### src/shared/ascw_map.svh
// Word layout and link timing constants for the amplifier serial control word
`ifndef ASCW_MAP_SVH
`define ASCW_MAP_SVH
`define ASCW_WORD_W        8
`define ASCW_STATE_HI_BIT  7
`define ASCW_GAIN_MODE_BIT 6
`define ASCW_GAIN_MSB      5
`define ASCW_GAIN_W        6
`define ASCW_WORD_RESET    8'h00
`define ASCW_SCLK_HALF_NS  50
`define ASCW_SYS_PERIOD_NS 50
`define ASCW_SCLK_HALF_CYC ((`ASCW_SCLK_HALF_NS + `ASCW_SYS_PERIOD_NS - 1) / `ASCW_SYS_PERIOD_NS)
`endif

### src/shared/ascw_pkg.sv
// Types shared by both ends of the amplifier serial control link
package ascw_pkg;
    typedef logic [7:0] ascw_word_t;
    typedef logic [5:0] ascw_gain_t;
    typedef enum logic [1:0] {
        ASCW_SHUTDOWN,
        ASCW_TX_DISABLED,
        ASCW_LOW_NOISE_TX,
        ASCW_HIGH_GAIN_TX
    } ascw_state_t;
endpackage : ascw_pkg

### src/shared/ascw_if.sv
// Three-wire serial link plus control pins between host and amplifier
`timescale 1ns/1ps
`default_nettype none
interface ascw_if;
    logic select_n;
    logic shift_clk;
    logic serial_data;
    logic transmit_enable_pin;
    logic power_off_pin_n;
    modport host (
        output select_n,
        output shift_clk,
        output serial_data,
        output transmit_enable_pin,
        output power_off_pin_n
    );
    modport device (
        input select_n,
        input shift_clk,
        input serial_data,
        input transmit_enable_pin,
        input power_off_pin_n
    );
endinterface : ascw_if
`default_nettype wire

### src/core/ascw_host.sv
// Host end: writes one control word over the three-wire link
`timescale 1ns/1ps
`default_nettype none
`include "ascw_map.svh"
module ascw_host #(
    parameter int HALF_CYC = `ASCW_SCLK_HALF_CYC
) (
    input  wire logic           clk_sys,
    input  wire logic           nrst,
    ascw_if.host                link,
    input  wire logic           wr_req,
    input  wire ascw_pkg::ascw_word_t wr_word,
    input  wire logic           tx_enable_req,
    input  wire logic           power_on_req,
    output var logic            busy,
    output var logic            rewrite_needed
);
    import ascw_pkg::*;

    // The half-period counter is eight bits wide
    if (HALF_CYC < 1 || HALF_CYC > 255) begin : g_bad_half_cyc
        $error("HALF_CYC out of range");
    end

    typedef enum logic [1:0] {H_IDLE, H_LOW, H_HIGH, H_END} ascw_hstate_t;

    // =====================================================
    // Serial engine
    // =====================================================
    ascw_hstate_t st_reg, st_next;
    ascw_word_t   sh_reg, sh_next;
    logic [3:0]   bit_reg, bit_next;
    logic [7:0]   cnt_reg, cnt_next;
    logic         sel_n_reg, sel_n_next;
    logic         sclk_reg, sclk_next;
    logic         pwr_reg, pwr_next;
    logic         transmit_enable_pin_reg, transmit_enable_pin_next;
    logic         rew_reg, rew_next;
    logic         busy_reg, busy_next;

    always_comb begin
        st_next    = st_reg;
        sh_next    = sh_reg;
        bit_next   = bit_reg;
        cnt_next   = cnt_reg;
        sel_n_next = sel_n_reg;
        sclk_next  = sclk_reg;
        pwr_next   = power_on_req;
        transmit_enable_pin_next  = tx_enable_req;
        rew_next   = rew_reg;
        unique case (st_reg)
            H_IDLE: begin
                if (wr_req && pwr_reg) begin
                    sh_next    = wr_word;
                    bit_next   = 4'h0;
                    cnt_next   = 8'h00;
                    sel_n_next = 1'b0;
                    st_next    = H_LOW;
                end
            end
            H_LOW: begin
                if (cnt_reg == 8'(HALF_CYC - 1)) begin
                    cnt_next  = 8'h00;
                    sclk_next = 1'b1;
                    st_next   = H_HIGH;
                end else begin
                    cnt_next = cnt_reg + 8'h01;
                end
            end
            H_HIGH: begin
                if (cnt_reg == 8'(HALF_CYC - 1)) begin
                    cnt_next  = 8'h00;
                    sclk_next = 1'b0;
                    sh_next   = {sh_reg[6:0], 1'b0};
                    bit_next  = bit_reg + 4'h1;
                    st_next   = (bit_reg == 4'(`ASCW_WORD_W - 1)) ? H_END : H_LOW;
                end else begin
                    cnt_next = cnt_reg + 8'h01;
                end
            end
            H_END: begin
                if (cnt_reg == 8'(HALF_CYC - 1)) begin
                    sel_n_next = 1'b1;
                    rew_next   = 1'b0;
                    st_next    = H_IDLE;
                end else begin
                    cnt_next = cnt_reg + 8'h01;
                end
            end
        endcase
        // Latch is lost while powered off; this wins over the end of a frame
        if (!pwr_reg) begin
            rew_next = 1'b1;
        end
        busy_next = (st_next != H_IDLE);
    end

    always_ff @(posedge clk_sys or negedge nrst) begin
        if (!nrst) begin
            st_reg    <= H_IDLE;
            sh_reg    <= 8'h00;
            bit_reg   <= 4'h0;
            cnt_reg   <= 8'h00;
            sel_n_reg <= 1'b1;
            sclk_reg  <= 1'b0;
            pwr_reg   <= 1'b0;
            transmit_enable_pin_reg  <= 1'b0;
            rew_reg   <= 1'b1;
            busy_reg  <= 1'b0;
        end else begin
            st_reg    <= st_next;
            sh_reg    <= sh_next;
            bit_reg   <= bit_next;
            cnt_reg   <= cnt_next;
            sel_n_reg <= sel_n_next;
            sclk_reg  <= sclk_next;
            pwr_reg   <= pwr_next;
            transmit_enable_pin_reg  <= transmit_enable_pin_next;
            rew_reg   <= rew_next;
            busy_reg  <= busy_next;
        end
    end

    assign link.select_n            = sel_n_reg;
    assign link.shift_clk           = sclk_reg;
    assign link.serial_data         = sh_reg[7];
    assign link.transmit_enable_pin = transmit_enable_pin_reg;
    assign link.power_off_pin_n     = pwr_reg;
    assign busy                     = busy_reg;
    assign rewrite_needed           = rew_reg;
endmodule : ascw_host
`default_nettype wire

### src/flat_wrapper.sv
// flat-port wrapper written by rule: the top's interface ports become plain ports
module ascw_host_flat import ascw_pkg::*;
#(
    parameter int HALF_CYC = `ASCW_SCLK_HALF_CYC
)
  (clk_sys, nrst, wr_req, wr_word, tx_enable_req, power_on_req, busy, rewrite_needed, link_select_n, link_shift_clk, link_serial_data, link_transmit_enable_pin, link_power_off_pin_n);
  ascw_if link_i ();
  input  wire logic clk_sys;
  input  wire logic nrst;
  input  wire logic wr_req;
  input  wire ascw_pkg::ascw_word_t wr_word;
  input  wire logic tx_enable_req;
  input  wire logic power_on_req;
  output var logic busy;
  output var logic rewrite_needed;
  output wire logic [$bits(link_i.select_n)-1:0] link_select_n;
  output wire logic [$bits(link_i.shift_clk)-1:0] link_shift_clk;
  output wire logic [$bits(link_i.serial_data)-1:0] link_serial_data;
  output wire logic [$bits(link_i.transmit_enable_pin)-1:0] link_transmit_enable_pin;
  output wire logic [$bits(link_i.power_off_pin_n)-1:0] link_power_off_pin_n;
  assign link_select_n = link_i.select_n;
  assign link_shift_clk = link_i.shift_clk;
  assign link_serial_data = link_i.serial_data;
  assign link_transmit_enable_pin = link_i.transmit_enable_pin;
  assign link_power_off_pin_n = link_i.power_off_pin_n;
  ascw_host #(.HALF_CYC(HALF_CYC)) u_core (.clk_sys(clk_sys), .nrst(nrst), .link(link_i), .wr_req(wr_req), .wr_word(wr_word), .tx_enable_req(tx_enable_req), .power_on_req(power_on_req), .busy(busy), .rewrite_needed(rewrite_needed));
endmodule
### config.mk
export PLATFORM = sky130hd
export DESIGN_NAME = ascw_host_flat
export DESIGN_NICKNAME = d
export VERILOG_FILES = /design/src/shared/ascw_pkg.sv /design/src/shared/ascw_if.sv /design/src/core/ascw_host.sv /design/src/flat_wrapper.sv
export VERILOG_INCLUDE_DIRS = /design/src /design/src/shared
export SDC_FILE = /design/constraint.sdc
export NUM_CORES = 1
export LEC_CHECK = 0
export CAP_MARGIN = 20
export CORE_UTILIZATION = 62
export CTS_CLUSTER_DIAMETER = 60
export DETAILED_ROUTE_END_ITERATION = 16
export DONT_BUFFER_PORTS = 1
export GPL_ROUTABILITY_DRIVEN = 0
export GPL_TIMING_DRIVEN = 0
export PLACE_DENSITY = 0.78
export SYNTH_ARGS = -nofsm -noshare
export SYNTH_HDL_FRONTEND = slang
export SYNTH_SLANG_ARGS = --single-unit
### constraint.sdc
create_clock -name clk_sys -period 2.22 [get_ports clk_sys]
set_input_delay 0.222 -clock clk_sys [delete_from_list [all_inputs] [get_ports clk_sys]]
set_output_delay 0.222 -clock clk_sys [all_outputs]
set_load 0.03 [all_outputs]
# == Word level (Yosys, flattened, before mapping) ==
# Cells that the tools add are included.
# op_classes
n_addsub,2
n_eq_ne,11
muxes,23
reduce_logical,13
# ops
operator,n
8-bit 2-to-1 mux,5
8-bit case mux with 3 select lines,1
8-bit case mux with 2 select lines,1
2-bit 2-to-1 mux,5
3-bit AND reduction,3
"8-bit by 1-bit adder with 8-bit output, second input constant",1
8-bit logical NOT,1
4-bit 2-to-1 mux,2
"2-bit by 1-bit != test with 1-bit output, second input constant",4
2-bit case mux with 4 select lines,1
4-bit case mux with 2 select lines,1
2-bit nonzero test,4
"2-bit != test, second input constant",3
1-bit 2-to-1 mux,5
"4-bit by 1-bit adder with 4-bit output, second input constant",1
"2-bit equality test, second input constant",2
"4-bit by 3-bit equality test with 1-bit output, second input constant",1
1-bit case mux with 2 select lines,2
2-bit AND reduction,2
"2-bit by 1-bit equality test with 1-bit output, second input constant",1
2-bit logical NOT,1
2-bit OR reduction,1
1-bit logical AND,1
# totals
reg_bits,28
inputBits,13
output_inout_bits,7
wordCells,59

# == Logic depth before layout (Yosys ltp) ==
# depth
depth_word,5
mapped_depth,8

# == Worst setup path after synthesis ==
# No wires, ideal clock.
# synth_timing
kind,register -> register
startpoint,register u_core.st_reg[0]
endpoint,register u_core.sh_reg[7]
setup_time_ps,76
arrival_ps,1644
setup_slack_ps,500
path_stages_with_launch,9
period_less_slack_ps,1720
path_cell_list,dfrtp_1 > inv_1 > ha_1 > buf_2 > a21bo_2 > a41oi_1 > buf_2 > nand2_1 > o21ai_1
# synth_between
elab_chain_cells,3
# synth_lines
item,line,rtl
start: declaration,ascw_host.sv:30,"ascw_hstate_t st_reg, st_next;"
start signal: assignment,ascw_host.sv:111,st_reg <= st_next;
2-bit equality test or 2-bit logical NOT (tied branches),ascw_host.sv:51,unique case (st_reg)
2-bit by 1-bit != test with 1-bit output (no source line) or 2-bit nonzero test (tied branches),n/a,
3-bit AND reduction (no source line),n/a,
end signal: assignment,ascw_host.sv:112,sh_reg <= sh_next;
end: declaration,ascw_host.sv:31,"ascw_word_t sh_reg, sh_next;"
# Parallel ways exist; a longest one is shown, timed or not.
# A chain may end at the register's enable or synchronous reset.

# == Worst setup path after layout ==
# layout_timing
startpoint,register u_core.st_reg[1]
endpoint,register u_core.bit_reg[2]
# layout_between
elab_chain_cells,3
# layout_lines
item,line,rtl
2-bit equality test or 2-bit logical NOT (tied branches),ascw_host.sv:51,
2-bit by 1-bit != test with 1-bit output (no source line) or 2-bit nonzero test (tied branches),n/a,
3-bit AND reduction (no source line),n/a,
end signal: assignment,ascw_host.sv:113,bit_reg <= bit_next;
end: declaration,ascw_host.sv:32,"logic [3:0] bit_reg, bit_next;"
# Parallel ways exist; a longest one is shown, timed or not.

==> results.md <==
* CP startpoint kind: register
* Worst Hold Class: input port to register
* Status: finished clean
* Final Slew Violations at 0
* Post-place setup slack at approximately 0.11 ns
* Htree depth at 1
* Yosys top cell by area: dfrtp_1
* Ant diodes at 0
* Area Overhead vs Synth at 8.49%
* Synth Cell Area at 0.00152 mm²
* WL/cell at 16.0 µm
* Post-Synthesis Cells at 153
* Core area at 0.00225 mm²
* CP peak stage delay at 0.46 ns
* Most frequent cell after synthesis: dfrtp_1
* Die width at 51.5 µm
* FP Rows at 17
* Buf/Inv on CP at 3
* Via count at 1173
* Final Hold Vio Count at 0
* FFs w/ async S/R, synth at 1.00
* Achievable Freq at between 0.4 and 0.5 GHz
* # IOs at 20
* VDD IR max at approximately 0.92 mV
* Global-route wire length before repair at 5070 µm
* Min-Delay Startpoint: wr_word[6]
* Top cells by area, synth: dfrtp_1 43%, ha_1 6.6%, nand2_1 4.7%
* Largest net degree at the start of global routing at 29
* Area fraction of the dominant cell type after synthesis at 0.429
* Root Driver: clkbuf_4
* Sink Count at 28
* Post-synthesis adder-cell area fraction at 0.0660
* Post-CTS Setup Repair Bufs at 0
* MaxCap Viol Count at 0
* Compound-Gate Fraction of Synth Area at 0.171
* Syn nets at 174
* CP max-delay cell: dfrtp_1
* RSZ-0062 raised after global routing: no
* Mux contribution to synthesized area at 0.0404
* Met2 wire length at about 1600 µm
* Reg-to-reg startpoint: u_core.st_reg[1]
* Layout Nets at between 150 and 200
* Number of antenna-violating nets in the routed design at 0
* Clk_lat worst skew at 0.32 ns
* CTS tree: yes
* M1 WL at 1300 µm
* Unique masters post-synth at 45
* Worst path top cell family by delay: compound AO/OA/AOI/OAI gates
* Total global-route track usage at 0.258
* Met3 wire len at 142 µm
* Clk pin slew, worst setup/hold paths at 0.14 ns
* Max Used Layer: met4
* #FFs+latches synth at 28
* Post-route DRC at 0
* Worst-Margin Slew at a little under 0.6 ns
* Crit-path cells: inv_1 -> ha_1 -> buf_2 -> a21bo_2 -> buf_2 -> o21ai_0 -> a211o_1
* Synth Area in XOR/XNOR at 0.0289
* Endpoints failing setup at 0
* Clk_skew at about 0.0018 ns
* Simple-Gate Fraction of Synth Area at 0.189
* Clock buffer depth at 2
* Drt first pass iters at 5
* Min cycle time layout at slightly above 2 ns
* Worst EP arrival at between 2 and 2.5 ns
* Crit path top cell by count: buf_2
* Cell total after placement at ~180
* DRT iter0 DRCs at 24
* Period utilization at 0.907
* Initial core utilization at 0.673
* Synth Area per Inst at between 9 and 10 µm²
* GR Overflow Total at 0
* Static Leak at around 0.75 nW
* Commonest register cell after synthesis: dfrtp_1
* Number of buffers inserted by port buffering at 0
* Crit Path Category: register to register
* Vias in the first global route at 1180
* Die area at 0.00265 mm²
* Worst Path Max Fanout at 10
* Yosys warning count at 0
* Antenna violations before repair at 0
* Worst Setup Slack, final at 0.207 ns
* Top cells by count, synth: 26 x dfrtp_1, 19 x nand2_1, 10 x inv_1, 10 x nor2_1, 8 x ha_1
* Largest family of logic cells by synthesized area: simple AND/OR/NAND/NOR gates
* Worst Path Required at 2.44 ns
* Routed wire length at ~3000 µm
* Seq/Total Area, Yosys at 0.463
* CP endpoint kind: register
* Total CTS buffers at 3
* Height of the chip at just over 50 µm
* Fin cells at 189
* Rel. slew slack at 0.611
* Number of synthesized flops with an enable pin at 0
* Dpl hpwl at 2190 µm
* Share of cells above drive strength 1 at 0.118
* CP Launch Point: u_core.st_reg[1]
* Setup TNS at 0 ns
* Vias per inst at 6.21
* Power per cell area at 1210 mW/mm²
## per-layer routing
metal | track usage | vias to the layer above
li1 | - | 564
met1 | 0.309 | 568
met2 | 0.468 | 38
met3 | 0.0625 | 3
met4 | 0.0495 | 0
met5 | 0 | -
## area by class of cell
type	instances	area (µm²)
multi-input combinational	110	758
sequential	28	703
fill	173	608
timing repair buffer	4	50.0
inverter	10	37.5
clock buffer	4	36.3
tap	28	35.0
buffer	5	26.3
## kinds of logic (layout without fill, tap and decap cells)
family / count (synthesis) / in the layout
AO/OA/AOI/OAI: 36 / 36
buffers and inverters: 15 / 23
flip-flops: 28 / 28
AND/OR/NAND/NOR: 55 / 55
multiplexers: 6 / 6
adder cells (fa/ha/maj): 8 / 8
XOR/XNOR: 5 / 5
## metrics by stage
stage          hold slack, ns   util  cell area [µm²]  power, W
2_1_floorplan         -0.0736      -             1520   0.00155
3_3_place_gp          -0.0731  0.689             1550   0.00168
3_5_place_dp          -0.0730  0.689             1550   0.00174
4_1_cts                0.0748  0.727             1640   0.00199
5_1_grt                0.0780  0.730             1650   0.00216
6_report               0.0765  0.730             1650   0.00200
## worst paths after layout
path / slack (ns) / depth (start not counted) / end
worst max register to register: 0.21 / 7 / u_core.bit_reg[2]
max in group asynchronous: 1.67 / 2 / u_core.link.select_n
min in group asynchronous: 0.33 / 2 / u_core.st_reg[1]
worst min-delay path: 0.08 / 2 / u_core.sh_reg[6]
worst min register to register: 0.51 / 2 / u_core.sh_reg[4]
worst max-delay path: 0.21 / 7 / u_core.bit_reg[2]
## what timing repair did
action,in CTS,in global routing
endpoints found under the setup margin,0,7
resized for setup,0,2
hold buffers,4,0
endpoints found under the hold margin,30,0
## worst register-to-register path: stages (launching register included)
cell and delay, ns:
dfrtp_1 0.46, inv_1 0.12, ha_1 0.19, buf_2 0.16, a21bo_2 0.24, buf_2 0.22, o21ai_0 0.21, a211o_1 0.33
## power breakdown
part	total, W	switching (W)	internal, W
Combinational	0.000869	0.000504	0.000365
Clock	0.000239	0.000139	0.000100
Sequential	0.000892	0.000208	0.000684
Total	0.00200	0.000851	0.00115
## cells in the final DEF (no fill, tap or decap), types with 2 or more instances in the layout
| cell | Yosys | layout |
|---|---|---|
| a21oi_1 | 4 | 4 |
| nor3_1 | 3 | 3 |
| xnor2_1 | 2 | 2 |
| dlygate4sd3_1 | 0 | 3 |
| buf_2 | 3 | 3 |
| o31ai_1 | 2 | 2 |
| o22ai_1 | 2 | 2 |
| nor4_1 | 2 | 2 |
| nor2_1 | 10 | 10 |
| dfrtp_1 | 26 | 26 |
| o21ai_1 | 3 | 3 |
| a21bo_2 | 2 | 2 |
| dfstp_2 | 2 | 2 |
| ha_1 | 8 | 8 |
| clkbuf_4 | 0 | 3 |
| inv_1 | 10 | 10 |
| mux2i_1 | 5 | 5 |
| xor2_1 | 3 | 3 |
| o21ai_0 | 7 | 7 |
| and3_1 | 2 | 2 |
| and2_1 | 2 | 2 |
| nand2_1 | 19 | 19 |
| nand3_1 | 7 | 7 |
| nand4_1 | 5 | 5 |
No activity file was read; power rests on OpenSTA's default activity.
